File: src/verilog/time_value_cfg.svh
// constants for the time value register block
`ifndef TIME_VALUE_CFG_SVH
`define TIME_VALUE_CFG_SVH
// ----------------------------------------
// register byte offsets
// ----------------------------------------
`define WKDY_HOURS_OFS 4'h0
`define MIN_SEC_OFS 4'h4
`define UNLOCK_OFS 4'h8
`define STATUS_OFS 4'hC
// ----------------------------------------
// field positions
// ----------------------------------------
`define WEEKDAY_LSB 8
`define HOUR_TENS_LSB 4
`define MINUTE_TENS_LSB 12
`define MINUTE_ONES_LSB 8
`define SECOND_TENS_LSB 4
`define DIGIT_LSB 0
// ----------------------------------------
// field limits and reset values
// ----------------------------------------
`define WEEKDAY_MAX 3'h6
`define HOUR_TENS_MAX 2'h2
`define TEN6_MAX 3'h5
`define ONES_MAX 4'h9
`define WKDY_HOURS_MASK 16'h073F
`define MIN_SEC_MASK 16'h7F7F
`define WKDY_HOURS_RESET 9'h000
`define MIN_SEC_RESET 14'h0000
`define UNLOCK_RESET 1'h0
`endif

File: src/verilog/time_value_pkg.sv
// types for the time value register block
`default_nettype none
package time_value_pkg;
   // weekday and hours fields
   typedef struct packed {
      logic [2:0] weekday_digit;
      logic [1:0] hour_tens_digit;
      logic [3:0] hour_ones_digit;
   } wkdy_hours_t;
   // minutes and seconds fields
   typedef struct packed {
      logic [2:0] minute_tens_digit;
      logic [3:0] minute_ones_digit;
      logic [2:0] second_tens_digit;
      logic [3:0] second_ones_digit;
   } min_sec_t;
   // bus request bundle
   typedef struct packed {
      logic rd;
      logic wr;
      logic [3:0] addr;
      logic [31:0] wdata;
      logic [3:0] be;
   } bus_req_t;
   typedef enum logic [1:0] {
      BUS_IDLE = 2'b01,
      BUS_ACK = 2'b10
   } bus_state_t;
endpackage
`default_nettype wire

File: src/verilog/bcd_digit_check.sv
// legality check for one bcd digit against its upper limit
`default_nettype none
module bcd_digit_check #(
   parameter int W = 4
) (
   input wire logic [W-1:0] digit_i,
   input wire logic [W-1:0] max_i,
   output logic ok_o
);
   // a digit is legal when it does not pass its limit
   assign ok_o = (digit_i <= max_i);
endmodule
`default_nettype wire

File: src/verilog/time_pack.sv
// packing of time fields into register words
`default_nettype none
`include "time_value_cfg.svh"
module time_pack (
   input wire time_value_pkg::wkdy_hours_t wh_i,
   input wire time_value_pkg::min_sec_t ms_i,
   output logic [15:0] wh_word_o,
   output logic [15:0] ms_word_o
);
   import time_value_pkg::*;
   // unused bit positions are forced to zero by construction
   assign wh_word_o = {5'h00, wh_i.weekday_digit, 2'h0, wh_i.hour_tens_digit, wh_i.hour_ones_digit};
   assign ms_word_o = {1'h0, ms_i.minute_tens_digit, ms_i.minute_ones_digit,
                       1'h0, ms_i.second_tens_digit, ms_i.second_ones_digit};
endmodule
`default_nettype wire

File: src/verilog/time_value_regs.sv
// time of day value registers with avalon-mm slave
//
// How it works
// - weekday digit sits in bits 10 to 8, values zero to six.
// - hour tens digit sits in bits 5 to 4, values zero to two.
// - hour ones digit sits in bits 3 to 0, values zero to nine.
// - weekday/hour writes land only while the write unlock bit is one.
// - minute tens digit sits in bits 14 to 12, values zero to five.
// - minute ones digit sits in bits 11 to 8, values zero to nine.
// - second tens digit sits in bits 6 to 4, values zero to five.
// - second ones digit sits in bits 3 to 0, values zero to nine.
// - unimplemented bits read zero and ignore writes.
`default_nettype none
`include "time_value_cfg.svh"
module time_value_regs (
   input wire logic clk_i,
   input wire logic srst_i,
   input wire logic [3:0] avs_address_i,
   input wire logic avs_read_i,
   input wire logic avs_write_i,
   input wire logic [31:0] avs_writedata_i,
   input wire logic [3:0] avs_byteenable_i,
   output logic [31:0] avs_readdata_o,
   output logic avs_waitrequest_o,
   input wire logic tick_load_i,
   input wire time_value_pkg::wkdy_hours_t tick_wh_i,
   input wire time_value_pkg::min_sec_t tick_ms_i,
   output time_value_pkg::wkdy_hours_t wh_o,
   output time_value_pkg::min_sec_t ms_o,
   output logic clock_write_unlock_o,
   output logic fields_legal_o
);
   import time_value_pkg::*;

   // ----------------------------------------
   // state
   // ----------------------------------------
   wkdy_hours_t wh_q;
   min_sec_t ms_q;
   logic unlock_q;
   logic refused_q;
   bus_state_t st_q;
   logic [31:0] rdata_q;
   bus_req_t req;
   logic [15:0] wh_word;
   logic [15:0] ms_word;
   logic [15:0] wh_new;
   logic [15:0] ms_new;
   logic take;
   logic wr_wh;
   logic wr_ms;
   logic wr_unlock;
   logic [6:0] ok;

   // byte lane merge; lanes not enabled keep old bits
   function automatic logic [15:0] merge(input logic [15:0] old, input logic [31:0] wd, input logic [3:0] be);
      merge = {be[1] ? wd[15:8] : old[15:8], be[0] ? wd[7:0] : old[7:0]};
   endfunction

   assign req = '{rd: avs_read_i, wr: avs_write_i, addr: avs_address_i,
                  wdata: avs_writedata_i, be: avs_byteenable_i};

   // ----------------------------------------
   // bus handshake
   // ----------------------------------------
   // one wait cycle per access; read data still comes through the read mux combinationally in the ack cycle
   always_ff @(posedge clk_i) begin
      if (srst_i) begin
         st_q <= BUS_IDLE;
      end else begin
         case (st_q)
            BUS_IDLE: if (req.rd || req.wr) st_q <= BUS_ACK;
            BUS_ACK: st_q <= BUS_IDLE;
            default: st_q <= BUS_IDLE;
         endcase
      end
   end
   // waitrequest falls in the ack state; decode relies on the master holding its request
   assign avs_waitrequest_o = (req.rd || req.wr) && (st_q != BUS_ACK);
   assign take = (st_q == BUS_ACK) && (req.rd || req.wr);
   assign wr_wh = take && req.wr && (req.addr == `WKDY_HOURS_OFS);
   assign wr_ms = take && req.wr && (req.addr == `MIN_SEC_OFS);
   assign wr_unlock = take && req.wr && (req.addr == `UNLOCK_OFS) && req.be[0];

   time_pack packer (
      .wh_i(wh_q),
      .ms_i(ms_q),
      .wh_word_o(wh_word),
      .ms_word_o(ms_word)
   );

   // masks drop writes to unused positions
   assign wh_new = merge(wh_word, req.wdata, req.be) & `WKDY_HOURS_MASK;
   assign ms_new = merge(ms_word, req.wdata, req.be) & `MIN_SEC_MASK;

   // ----------------------------------------
   // write unlock bit
   // ----------------------------------------
   always_ff @(posedge clk_i) begin
      if (srst_i) begin
         unlock_q <= `UNLOCK_RESET;
      end else if (wr_unlock) begin
         unlock_q <= req.wdata[0];
      end
   end

   // ----------------------------------------
   // weekday and hours register
   // ----------------------------------------
   // an unlocked bus write wins over the increment load in the same cycle
   always_ff @(posedge clk_i) begin
      if (srst_i) begin
         wh_q <= wkdy_hours_t'(`WKDY_HOURS_RESET);
      end else if (wr_wh && unlock_q) begin
         wh_q.weekday_digit <= wh_new[`WEEKDAY_LSB +: 3];
         wh_q.hour_tens_digit <= wh_new[`HOUR_TENS_LSB +: 2];
         wh_q.hour_ones_digit <= wh_new[`DIGIT_LSB +: 4];
      end else if (tick_load_i) begin
         wh_q <= tick_wh_i;
      end
   end

   // sticky marker of a refused write, cleared by reading status
   always_ff @(posedge clk_i) begin
      if (srst_i) begin
         refused_q <= 1'b0;
      end else if (wr_wh && !unlock_q) begin
         refused_q <= 1'b1;
      end else if (take && req.rd && req.addr == `STATUS_OFS) begin
         refused_q <= 1'b0;
      end
   end

   // ----------------------------------------
   // minutes and seconds register
   // ----------------------------------------
   always_ff @(posedge clk_i) begin
      if (srst_i) begin
         ms_q <= min_sec_t'(`MIN_SEC_RESET);
      end else if (wr_ms) begin
         ms_q.minute_tens_digit <= ms_new[`MINUTE_TENS_LSB +: 3];
         ms_q.minute_ones_digit <= ms_new[`MINUTE_ONES_LSB +: 4];
         ms_q.second_tens_digit <= ms_new[`SECOND_TENS_LSB +: 3];
         ms_q.second_ones_digit <= ms_new[`DIGIT_LSB +: 4];
      end else if (tick_load_i) begin
         ms_q <= tick_ms_i;
      end
   end

   // ----------------------------------------
   // digit range checks
   // ----------------------------------------
   // software may store an illegal digit; the flag reports it, no clamp
   bcd_digit_check #(.W(3)) chk_weekday (.digit_i(wh_q.weekday_digit), .max_i(`WEEKDAY_MAX), .ok_o(ok[0]));
   bcd_digit_check #(.W(2)) chk_hten (.digit_i(wh_q.hour_tens_digit), .max_i(`HOUR_TENS_MAX), .ok_o(ok[1]));
   bcd_digit_check #(.W(4)) chk_hone (.digit_i(wh_q.hour_ones_digit), .max_i(`ONES_MAX), .ok_o(ok[2]));
   bcd_digit_check #(.W(3)) chk_mten (.digit_i(ms_q.minute_tens_digit), .max_i(`TEN6_MAX), .ok_o(ok[3]));
   bcd_digit_check #(.W(4)) chk_mone (.digit_i(ms_q.minute_ones_digit), .max_i(`ONES_MAX), .ok_o(ok[4]));
   bcd_digit_check #(.W(3)) chk_sten (.digit_i(ms_q.second_tens_digit), .max_i(`TEN6_MAX), .ok_o(ok[5]));
   bcd_digit_check #(.W(4)) chk_sone (.digit_i(ms_q.second_ones_digit), .max_i(`ONES_MAX), .ok_o(ok[6]));

   // ----------------------------------------
   // read data
   // ----------------------------------------
   // unmapped offsets read zero
   always_ff @(posedge clk_i) begin
      if (srst_i) begin
         rdata_q <= 32'h0000_0000;
      end else if (take && req.rd) begin
         case (req.addr)
            `WKDY_HOURS_OFS: rdata_q <= {16'h0000, wh_word};
            `MIN_SEC_OFS: rdata_q <= {16'h0000, ms_word};
            `UNLOCK_OFS: rdata_q <= {31'h0, unlock_q};
            `STATUS_OFS: rdata_q <= {30'h0, refused_q, &ok};
            default: rdata_q <= 32'h0000_0000;
         endcase
      end
   end
   // read data is presented combinationally at the accepting edge
   always_comb begin
      avs_readdata_o = 32'h0000_0000;
      if (take && req.rd) begin
         case (req.addr)
            `WKDY_HOURS_OFS: avs_readdata_o = {16'h0000, wh_word};
            `MIN_SEC_OFS: avs_readdata_o = {16'h0000, ms_word};
            `UNLOCK_OFS: avs_readdata_o = {31'h0, unlock_q};
            `STATUS_OFS: avs_readdata_o = {30'h0, refused_q, &ok};
            default: avs_readdata_o = 32'h0000_0000;
         endcase
      end else begin
         avs_readdata_o = rdata_q;
      end
   end

   // wh_o, ms_o and the unlock output come straight from the registers; fields_legal_o is decoded from them by the digit checks
   assign wh_o = wh_q;
   assign ms_o = ms_q;
   assign clock_write_unlock_o = unlock_q;
   assign fields_legal_o = &ok;
endmodule
`default_nettype wire
File: config.mk
export PLATFORM = sky130hd
export DESIGN_NAME = time_value_regs
export DESIGN_NICKNAME = d
export VERILOG_FILES = /design/src/verilog/time_value_pkg.sv /design/src/verilog/bcd_digit_check.sv /design/src/verilog/time_pack.sv /design/src/verilog/time_value_regs.sv
export VERILOG_INCLUDE_DIRS = /design/src /design/src/verilog
export SDC_FILE = /design/constraint.sdc
export NUM_CORES = 1
export LEC_CHECK = 0
export ABC_AREA = 1
export BUFFER_PORTS_ARGS = -buffer_cell sky130_fd_sc_hd__buf_2
export CAP_MARGIN = 10
export CORE_MARGIN = 2
export CORE_UTILIZATION = 47
export DETAILED_ROUTE_END_ITERATION = 6
export GPL_ROUTABILITY_DRIVEN = 0
export GPL_TIMING_DRIVEN = 0
export PLACE_DENSITY = 0.78
export SYNTH_ARGS = -nofsm -noshare
export SYNTH_HDL_FRONTEND = slang
export SYNTH_SLANG_ARGS = --single-unit
File: constraint.sdc
create_clock -name clk_i -period 1.8 [get_ports clk_i]
set_input_delay 0.18 -clock clk_i [delete_from_list [all_inputs] [get_ports clk_i]]
set_output_delay 0.18 -clock clk_i [all_outputs]
set_load 0.05 [all_outputs]
Word level (Yosys, flattened, before mapping)
Index checks and enable logic that the tools add are counted.

Bits in latches: 0. Logic and storage cells: 64. Register bits: 59. Output and inout port bits: 58. Bits in writable memories: 0. Memories: 0. ROM bits: 0.

Reduce and logical (&&, ||, !) cells: 23. Multiply operators: 0. Add/sub/neg operators: 0. Shift-type cells: 0. Eq/ne operators: 10. Muxes and demuxes: 12. Divide/modulo/power cells: 0. Bitwise logic cells: 1. Order comparisons: 7.

Operators by type and width (number): case mux 15 bit (4 select lines) (1); 2-to-1 mux 32 bit (1); 2-to-1 mux 14 bit (2); 2-to-1 mux 9 bit (2); 2-to-1 mux 7 bit (2); less-or-equal comparator 4 bit, second input constant (3); logical AND 1 bit (11); inequality test 2 bit, second input constant (5); less-or-equal comparator 3 bit, second input constant (3); equality test 4 bit, second input constant (2); AND reduction 2 bit (4); AND reduction 7 bit (1); 2-to-1 mux 6 bit (1); nonzero test 2 bit (3); equality test 4 x 3 -> 1 bit, second input constant (1); zero test 4 bit (1); 2-to-1 mux 3 bit (1); equality test 2 x 1 -> 1 bit, second input constant (1); equality test 2 bit, second input constant (1); less-or-equal comparator 2 bit, second input constant (1); 2-to-1 mux 1 bit (2); OR reduction 2 bit (1); zero test 1 bit (1); logical OR 1 bit (1); inverter 1 bit (1).

Depth between registers and ports, before layout
Gate-level depths: netlist (run 1).

Word-level depth: 7. Gate-level depth with buffers: 10. Mapped depth without buffers: 10.

By module
Synthesis (run 1) repeated with hierarchy kept, for this count alone.

Cell total of the unflattened synthesis: 598. Area, all modules: 3778.6 um^2.

By module, submodules not included: time_value_regs (instances 1, seq. area each 1181.1 um^2, area an instance 2927.8 um^2, cells an instance 462); bcd_digit_check (chk_hone ...) (instances 3, seq. area each 0.0 um^2, area an instance 108.9 um^2, cells an instance 19); time_pack (instances 1, seq. area each 0.0 um^2, area an instance 244.0 um^2, cells an instance 33); bcd_digit_check (chk_mten ...) (instances 3, seq. area each 0.0 um^2, area an instance 75.1 um^2, cells an instance 12); bcd_digit_check (chk_hten) (instances 1, seq. area each 0.0 um^2, area an instance 55.1 um^2, cells an instance 10).

Worst setup path after synthesis (run 1)
No wires, ideal clock.

Path kind: register to output. Start point: register wh_q, in the netlist wh_o[5]. End point: output fields_legal_o. Required time: 1.620 ns. Path buffers: 0. Setup slack: -0.623 ns. Stages on the path, launching flop included: 4. Arrival time: 2.243 ns. Cells stage by stage: dfxtp_1 -> nand2_1 -> nand3_1 -> nor4_1.

Word-level cells in the longest chain between the ends: 2.

Ends and longest elaborated chain: start, declared (line time_value_regs.sv:38) `wkdy_hours_t wh_q;`; start signal, assigned (line time_value_regs.sv:113) `` wh_q <= wkdy_hours_t'(`WKDY_HOURS_RESET); ``; start signal, assigned (line time_value_regs.sv:119) `wh_q <= tick_wh_i;`; less-or-equal comparator 2 bit (line bcd_digit_check.sv:11) `assign ok_o = (digit_i <= max_i);`; AND reduction 7 bit (line time_value_regs.sv:199) `assign fields_legal_o = &ok;`; end, declared (line time_value_regs.sv:31) `output logic fields_legal_o`.

No other way between the ends.

Worst setup path in the final report (run 1)
Start point: register wh_q, in the netlist wh_o[7]. End point: output avs_readdata_o[0].

Word-level cells in the longest chain between the ends: 4.

Ends and longest elaborated chain: less-or-equal comparator 3 bit (line bcd_digit_check.sv:11); AND reduction 7 bit (line time_value_regs.sv:187) `` `STATUS_OFS: avs_readdata_o = {30'h0, refused_q, &ok}; ``; case mux 15 bit (4 select lines) (line time_value_regs.sv:183) `case (req.addr)`; 2-to-1 mux 32 bit (line time_value_regs.sv:182) `if (take && req.rd) begin`; end, declared (line time_value_regs.sv:23) `output logic [31:0] avs_readdata_o,`.

No other way between the ends.

==> results of run 1 <==
-- metrics by stage --
stage | hold WS [ps] | cell area (um^2) | setup TNS, ps | util [%] | worst slack [ps]
6_report | 108.3 | 3616 | 0 | 64.87 | 28.32
5_1_grt | 120.9 | 3616 | -23.61 | 64.87 | -18.97
4_1_cts | 103.9 | 3560 | -0.6013 | 63.86 | -0.6013
3_5_place_dp | 436.9 | 3357 | 0 | 60.22 | 124.6
3_3_place_gp | 435.0 | 3357 | 0 | 60.22 | 136.2
2_1_floorplan | 310.1 | 2746 | 0 | - | 80.36
-- critical path: cells and delay by family, from the launching register on --
family	cells	cell delay, ps
AND/OR/NAND/NOR	7	680
flip-flops	1	420
buffers and inverters	1	160
-- logic make-up after synthesis --
group / count (synthesis) / share of synthesized area [%]
compound gates: 67 / 13.51
buf+inv: 56 / 8.657
flops: 59 / 43.24
simple gates: 223 / 34.59
-- flip-flops by register name, indices dropped and copies added, names as in the netlist --
| register | flops |
|---|---|
| rdata_q | 32 |
| ms_o | 14 |
| wh_o | 9 |
| st_q | 2 |
| clock_write_unlock_o | 1 |
| refused_q | 1 |
-- what timing repair did --
item,CTS,global route
pin swaps,0,4
setup buffers,0,1
gates resized for setup,16,22
endpoints found under the setup margin,32,33
-- power groups by stage --
stage	Combinational (mW)	Clock, mW	Sequential [mW]
after detailed placement	0.443	0	1.42
after global routing	0.493	1.11	1.39
final	0.455	1.04	1.39
after floorplan	0.182	0	1.53
after CTS	0.448	1.05	1.39
after global placement	0.439	0	1.41
-- final cells by class --
class | count | area [um^2] | area share, %
Timing Repair Buffer | 105 | 564.3 | 15.61
Clock buffer | 9 | 123.9 | 3.426
Sequential cell | 59 | 1186 | 32.80
Inverter | 44 | 170.2 | 4.706
Clock inverter | 7 | 45.04 | 1.246
Tap cell | 72 | 90.09 | 2.491
Multi-Input combinational cell | 290 | 1360 | 37.61
Buffer | 12 | 76.32 | 2.111
-- cells in the mapped netlist (all sizes together) --
cell type,n,area share (%)
inv,42,5.9
clkbuf,9,1.2
nor2,80,13
clkinv,2,0.32
nor3b,1,0.27
a21oi,17,3.1
nand3,10,1.8
dfxtp,59,43
o21ai,50,10
buf,3,1.2
nor4,1,0.23
nand2,130,19
nor3,1,0.18
-- metal layers --
layer,GRT usage [%],share of wire (%),vias to the layer above
met5,0,0,-
li1,-,-,1492
met4,13.39,3.0,0
met1,31.04,45,1244
met2,35.17,46,90
met3,3.483,5.8,21
-- worst paths after layout --
| check | from | to | slack, ps | cells past startpoint |
|---|---|---|---|---|
| worst min register to register | rdata_q[30] | rdata_q[30] | 450 | 2 |
| worst max-delay path | wh_o[7] | avs_readdata_o[0] | 30 | 8 |
| worst min-delay path | avs_write_i | st_q[0] | 110 | 2 |
| worst max register to register | st_q[1] | ms_o[8] | 260 | 10 |
==> results.json, run 1 <==
{
  "rows": 27,
  "hold_buffers": 0,
  "drt_iter0_markers": 109,
  "swShare_pct": 31.69,
  "synth_area_um2": 2731,
  "p_switching_mw": 0.9140,
  "max_freq_mhz": 564.4,
  "cts_max_level": 3,
  "wire_per_inst_um": 12.08,
  "cts.sinks": 59,
  "grt-ovfl-total": 0,
  "total_power_mw": 2.884,
  "io_buffers": 104,
  "grt_antenna_before_repair": 0,
  "critPathMaxStageDelay_ps": 420,
  "ys_warn_count": 0,
  "syn_area_per_cell_um2": 6.744,
  "p_seq_share_pct": 48.2,
  "drcViolationCount": 0,
  "worst_pin_slew_ps": 420.8,
  "drt-vias-per-instance": 4.761,
  "combPwrFrac_pct": 15.8,
  "boundaryPins": 126,
  "finClkSkew_ps": 4.960,
  "cts_tree": "built",
  "place_inst": 581,
  "ys_ff_latch": 59,
  "num_antenna_cells": 0,
  "setup_violations": 0,
  "core_area_um2": 5574,
  "yosysSeqAreaShare_pct": 43.24,
  "grt_max_degree": 12,
  "final_cells": 598,
  "grt_pass1_wl_um": 11430,
  "clock_latency_ps": 340,
  "start_util_pct": 49.00,
  "clock-root-buffer": "clkbuf_8",
  "crit_top_cell": "nand2_1",
  "status": "finished, final reports clean",
  "grt_usage_pct": 23.12,
  "crit_chain": "nand2_1 > nor2_2 > nor2_1 > nand3_1 > nand2_1 > nand2_1 > nand2_1 > buf_6",
  "cp-start-kind": "register",
  "die_w_um": 80.23,
  "timing.final.crit_period_ps": 1772,
  "finalNetCount": 589,
  "power_density_nw_per_um2": 797.5,
  "layout_common_cells": "120 x nand2_1, 92 x buf_2, 73 x nor2_1",
  "syn_nets": 473,
  "wl_um": 7222,
  "syn_inst": 405,
  "grt_pass1_vias": 2549,
  "p_int_mw": 1.970,
  "area_delta_synth_final_pct": 32.39,
  "finalHoldViolations": 0,
  "numCtsBuffers": 9,
  "cp_max_fo": 4,
  "clkPwrFrac_pct": 36.0,
  "worstPathArrival_ps": 1590,
  "dieArea_um2": 6437,
  "layout_commonest_cell": "nand2_1",
  "clk_pin_slew_ps": 70,
  "crit_path_end_kind": "output port",
  "required_ps": 1620,
  "slowest_stage": "dfxtp_1",
  "dr.pass1.iters": 4,
  "synth_cell_types": 23,
  "final_antenna_net_count": 0,
  "hold_path_class": "in -> reg",
  "vias": 2847,
  "ir_worst_vdd_v": 0.0004354,
  "fillers": 525,
  "cap_violations": 0,
  "crit_type": "reg -> out",
  "hpwl_um": 5573,
  "p_leak_nw": 2.080,
  "drive_gt1_share_pct": 31.94,
  "slew_viol_final": 0,
  "die_h_um": 80.23,
  "clock_path_buffers": 2,
  "relSlewSlack_pct": 71.95,
  "fin_crit_sh_pct": 98.43
}
Note: power is estimated with default switching activity, not from simulation.
==> run 2, diff against run 1 <==
--- a/config.mk
+++ b/config.mk
@@ -10,11 +10,13 @@
 export BUFFER_PORTS_ARGS = -buffer_cell sky130_fd_sc_hd__buf_2
 export CAP_MARGIN = 10
 export CORE_MARGIN = 2
-export CORE_UTILIZATION = 47
+export CORE_UTILIZATION = 51
+export CTS_CLUSTER_DIAMETER = 200
 export DETAILED_ROUTE_END_ITERATION = 6
 export GPL_ROUTABILITY_DRIVEN = 0
 export GPL_TIMING_DRIVEN = 0
-export PLACE_DENSITY = 0.78
+export PLACE_DENSITY = 0.79
 export SYNTH_ARGS = -nofsm -noshare
 export SYNTH_HDL_FRONTEND = slang
+export SYNTH_HIERARCHICAL = 1
 export SYNTH_SLANG_ARGS = --single-unit
==> run 2 against run 1 <==
  * The run now ends with negative setup slack left
  * Die area grew 26%
  * Setup slack lost 310 ps
  * Non-clock buffer count grew 56
  * Area after synthesis grew 38%
  * First-iteration DRC count grew 110%
  * Final cell count grew 44%
  * Sequential share of layout area shrank 9.7 points
  * Critical path depth grew 3
  * Core utilization grew 9.8 points
  * Count of clock-buffer cells in the layout is the same
  * Clock power grew 19%
  * Sequential power is essentially flat
  * Largest cell class unchanged
==> results.json, run 2 <==
{
  "place_inst": 828,
  "clock_latency_ps": 350,
  "grt_antenna_before_repair": 0,
  "dieArea_um2": 8114,
  "whs_ps": 74.10,
  "clk_pin_slew_ps": 80,
  "final_cells": 860,
  "ir_worst_vdd_v": 0.0004339,
  "slowest_stage": "dfxtp_2",
  "fillers": 602,
  "finish.utilization_pct": 74.71,
  "grt-ovfl-total": 0,
  "core_area_um2": 7214,
  "io_buffers": 102,
  "clock_path_buffers": 2,
  "worst_pin_slew_ps": 548.8,
  "whs_path_depth": 3,
  "async_flop_share_pct": 0,
  "area_delta_synth_final_pct": 42.65,
  "synth_cell_types": 26,
  "drive_gt1_share_pct": 36.40,
  "numCtsBuffers": 9,
  "ys_top_cells_by_area": "dfxtp_1 31%, nand2_1 24%, ha_1 7.6%",
  "total_power_mw": 3.418,
  "critPathMaxStageDelay_ps": 350,
  "syn_area_per_cell_um2": 6.319,
  "largest_register_ffs": 32,
  "grt_usage_pct": 26.63,
  "cap_violations": 0,
  "cts_max_level": 3,
  "grt_max_degree": 13,
  "wire_per_inst_um": 12.82,
  "grt_setup_unrepaired": "yes",
  "power_density_nw_per_um2": 634.1,
  "hpwl_um": 7944,
  "regArea_um2": 1245,
  "yosysSeqAreaShare_pct": 31.26,
  "crit_path_end_kind": "output port",
  "start_util_pct": 52.38,
  "grt_pass1_wl_um": 17710,
  "syn_inst": 598,
  "slew_viol_final": 0,
  "status": "finished, violations left",
  "drcViolationCount": 0,
  "yosysTopAreaCellShare_pct": 31.26,
  "vias": 4248,
  "critical_path.top_delay_family": "simple AND/OR/NAND/NOR gates",
  "placed_area_um2": 4691,
  "finalNetCount": 847,
  "timing.final.crit_period_ps": 2078,
  "synth-edff-count": 0,
  "synth_ff_type": "dfxtp_1",
  "post-place-ws_ps": -143.3,
  "finClkSkew_ps": 10.43,
  "required_ps": 1620,
  "crit_chain": "ha_4 > a21oi_2 > nand2_1 > nand2_2 > nand2_4 > nor2_4 > nand3_2 > nand3_2 > nand2_2 > nand2_2 > buf_8",
  "dr.pass1.iters": 6,
  "cts_tree": "built",
  "die_h_um": 90.08,
  "top_register": "rdata_q",
  "die_w_um": 90.08,
  "ys_top_cells_by_count": "241 x nand2_1, 64 x inv_1, 59 x dfxtp_1",
  "num_antenna_cells": 0,
  "yosysMostFrequentCell": "nand2_1",
  "grt_pass1_vias": 4019,
  "ys_warn_count": 6,
  "worstPathArrival_ps": 1900,
  "wl_um": 11030,
  "cts.sinks": 59,
  "ys_ff_latch": 59,
  "cp-start-kind": "register",
  "p_leak_nw": 2.973,
  "relSlewSlack_pct": 63.41,
  "final_antenna_net_count": 0,
  "clock-root-buffer": "clkbuf_8",
  "layout_commonest_cell": "nand2_1",
  "yosysTopAreaCell": "dfxtp_1",
  "crit_type": "reg -> out",
  "synth_area_um2": 3779,
  "boundaryPins": 126,
  "stdcell_area_um2": 5390,
  "setup_violations": 3,
  "crit_top_cell": "nand2_2",
  "drt_iter0_markers": 234,
  "reg2regPathDepth": 14,
  "hold_path_class": "in -> reg",
  "layout_common_cells": "218 x nand2_1, 91 x buf_2, 60 x inv_1",
  "rows": 31,
  "worst-path-stages": 11,
  "max_freq_mhz": 481.2,
  "finalHoldViolations": 0,
  "setup_ws_ps": -278.1,
  "multi_input_area_um2": 2422,
  "violations": "negative setup slack",
  "cp_max_fo": 4,
  "fin_crit_sh_pct": 115.5,
  "path_buf_inv": 1,
  "drt-vias-per-instance": 4.940,
  "fin_tns_setup_ps": -675.0
}
==> run 2: changes by cell type after synthesis, moves of 14 or more <==
cell / previous run / this run
inv_1: 37 / 64
buf_4: 0 / 34
o21ai_0: 24 / 1
nand2_1: 121 / 241
nand3_1: 10 / 51
ha_1: 0 / 23
nor2_1: 75 / 23
a21oi_1: 17 / 33
a31oi_1: 0 / 14
==> run 2: routing by layer <==
layer | GRT usage (%) | share of wire, % | vias up
met3 | 5.951 | 7.0 | 28
met4 | 10.51 | 2.7 | 0
met5 | 0 | 0 | -
li1 | - | - | 2116
met2 | 45.68 | 49 | 162
met1 | 32.39 | 42 | 1942
==> run 2: what timing repair did <==
action	CTS	global route
gates cloned	0	2
pin swaps	20	21
endpoints found under the hold margin	0	0
gates resized for setup	43	64
hold buffers	0	0
buffers inserted	11	3
setup endpoints to repair	32	34
==> run 2: kinds of logic after synthesis <==
logic type | Yosys count | synth area share, %
simple gates | 326 | 35.46
flops | 59 | 31.26
fa+ha+maj | 23 | 7.616
buf+inv | 127 | 16.59
compound gates | 60 | 8.775
other cells | 3 | 0.2980
==> run 2: tightest hold or removal path, cell delays in order <==
cell     delay (ps)
buf_2           100
nand2_1          50
a31oi_1          70
==> run 2: cell type report <==
| class | count | area share [%] |
|---|---|---|
| multi-input combinational | 441 | 44.94 |
| sequential | 59 | 23.10 |
| timing repair buffer | 117 | 13.67 |
| buffer | 56 | 7.080 |
| inverter | 71 | 5.084 |
| clock buffer | 9 | 2.298 |
| tap | 99 | 2.298 |
| clock inverter | 7 | 1.416 |
| timing repair inverter | 1 | 0.1161 |
==> run 2: report_power, final <==
part,switching (mW),total [mW],internal (mW)
combinational,0.495,0.808,0.314
clock,0.587,1.24,0.649
sequential,0.0414,1.37,1.33
total,1.12,3.42,2.29
==> run 2: path summary, 6_finish.rpt <==
path | startpoint | endpoint | slack [ps]
max | ms_o[6] | avs_readdata_o[0] | -280
min | tick_ms_i[1] | ms_o[1] | 70
max reg2reg | ms_o[6] | rdata_q[0] | -200
min reg2reg | rdata_q[23] | rdata_q[23] | 450
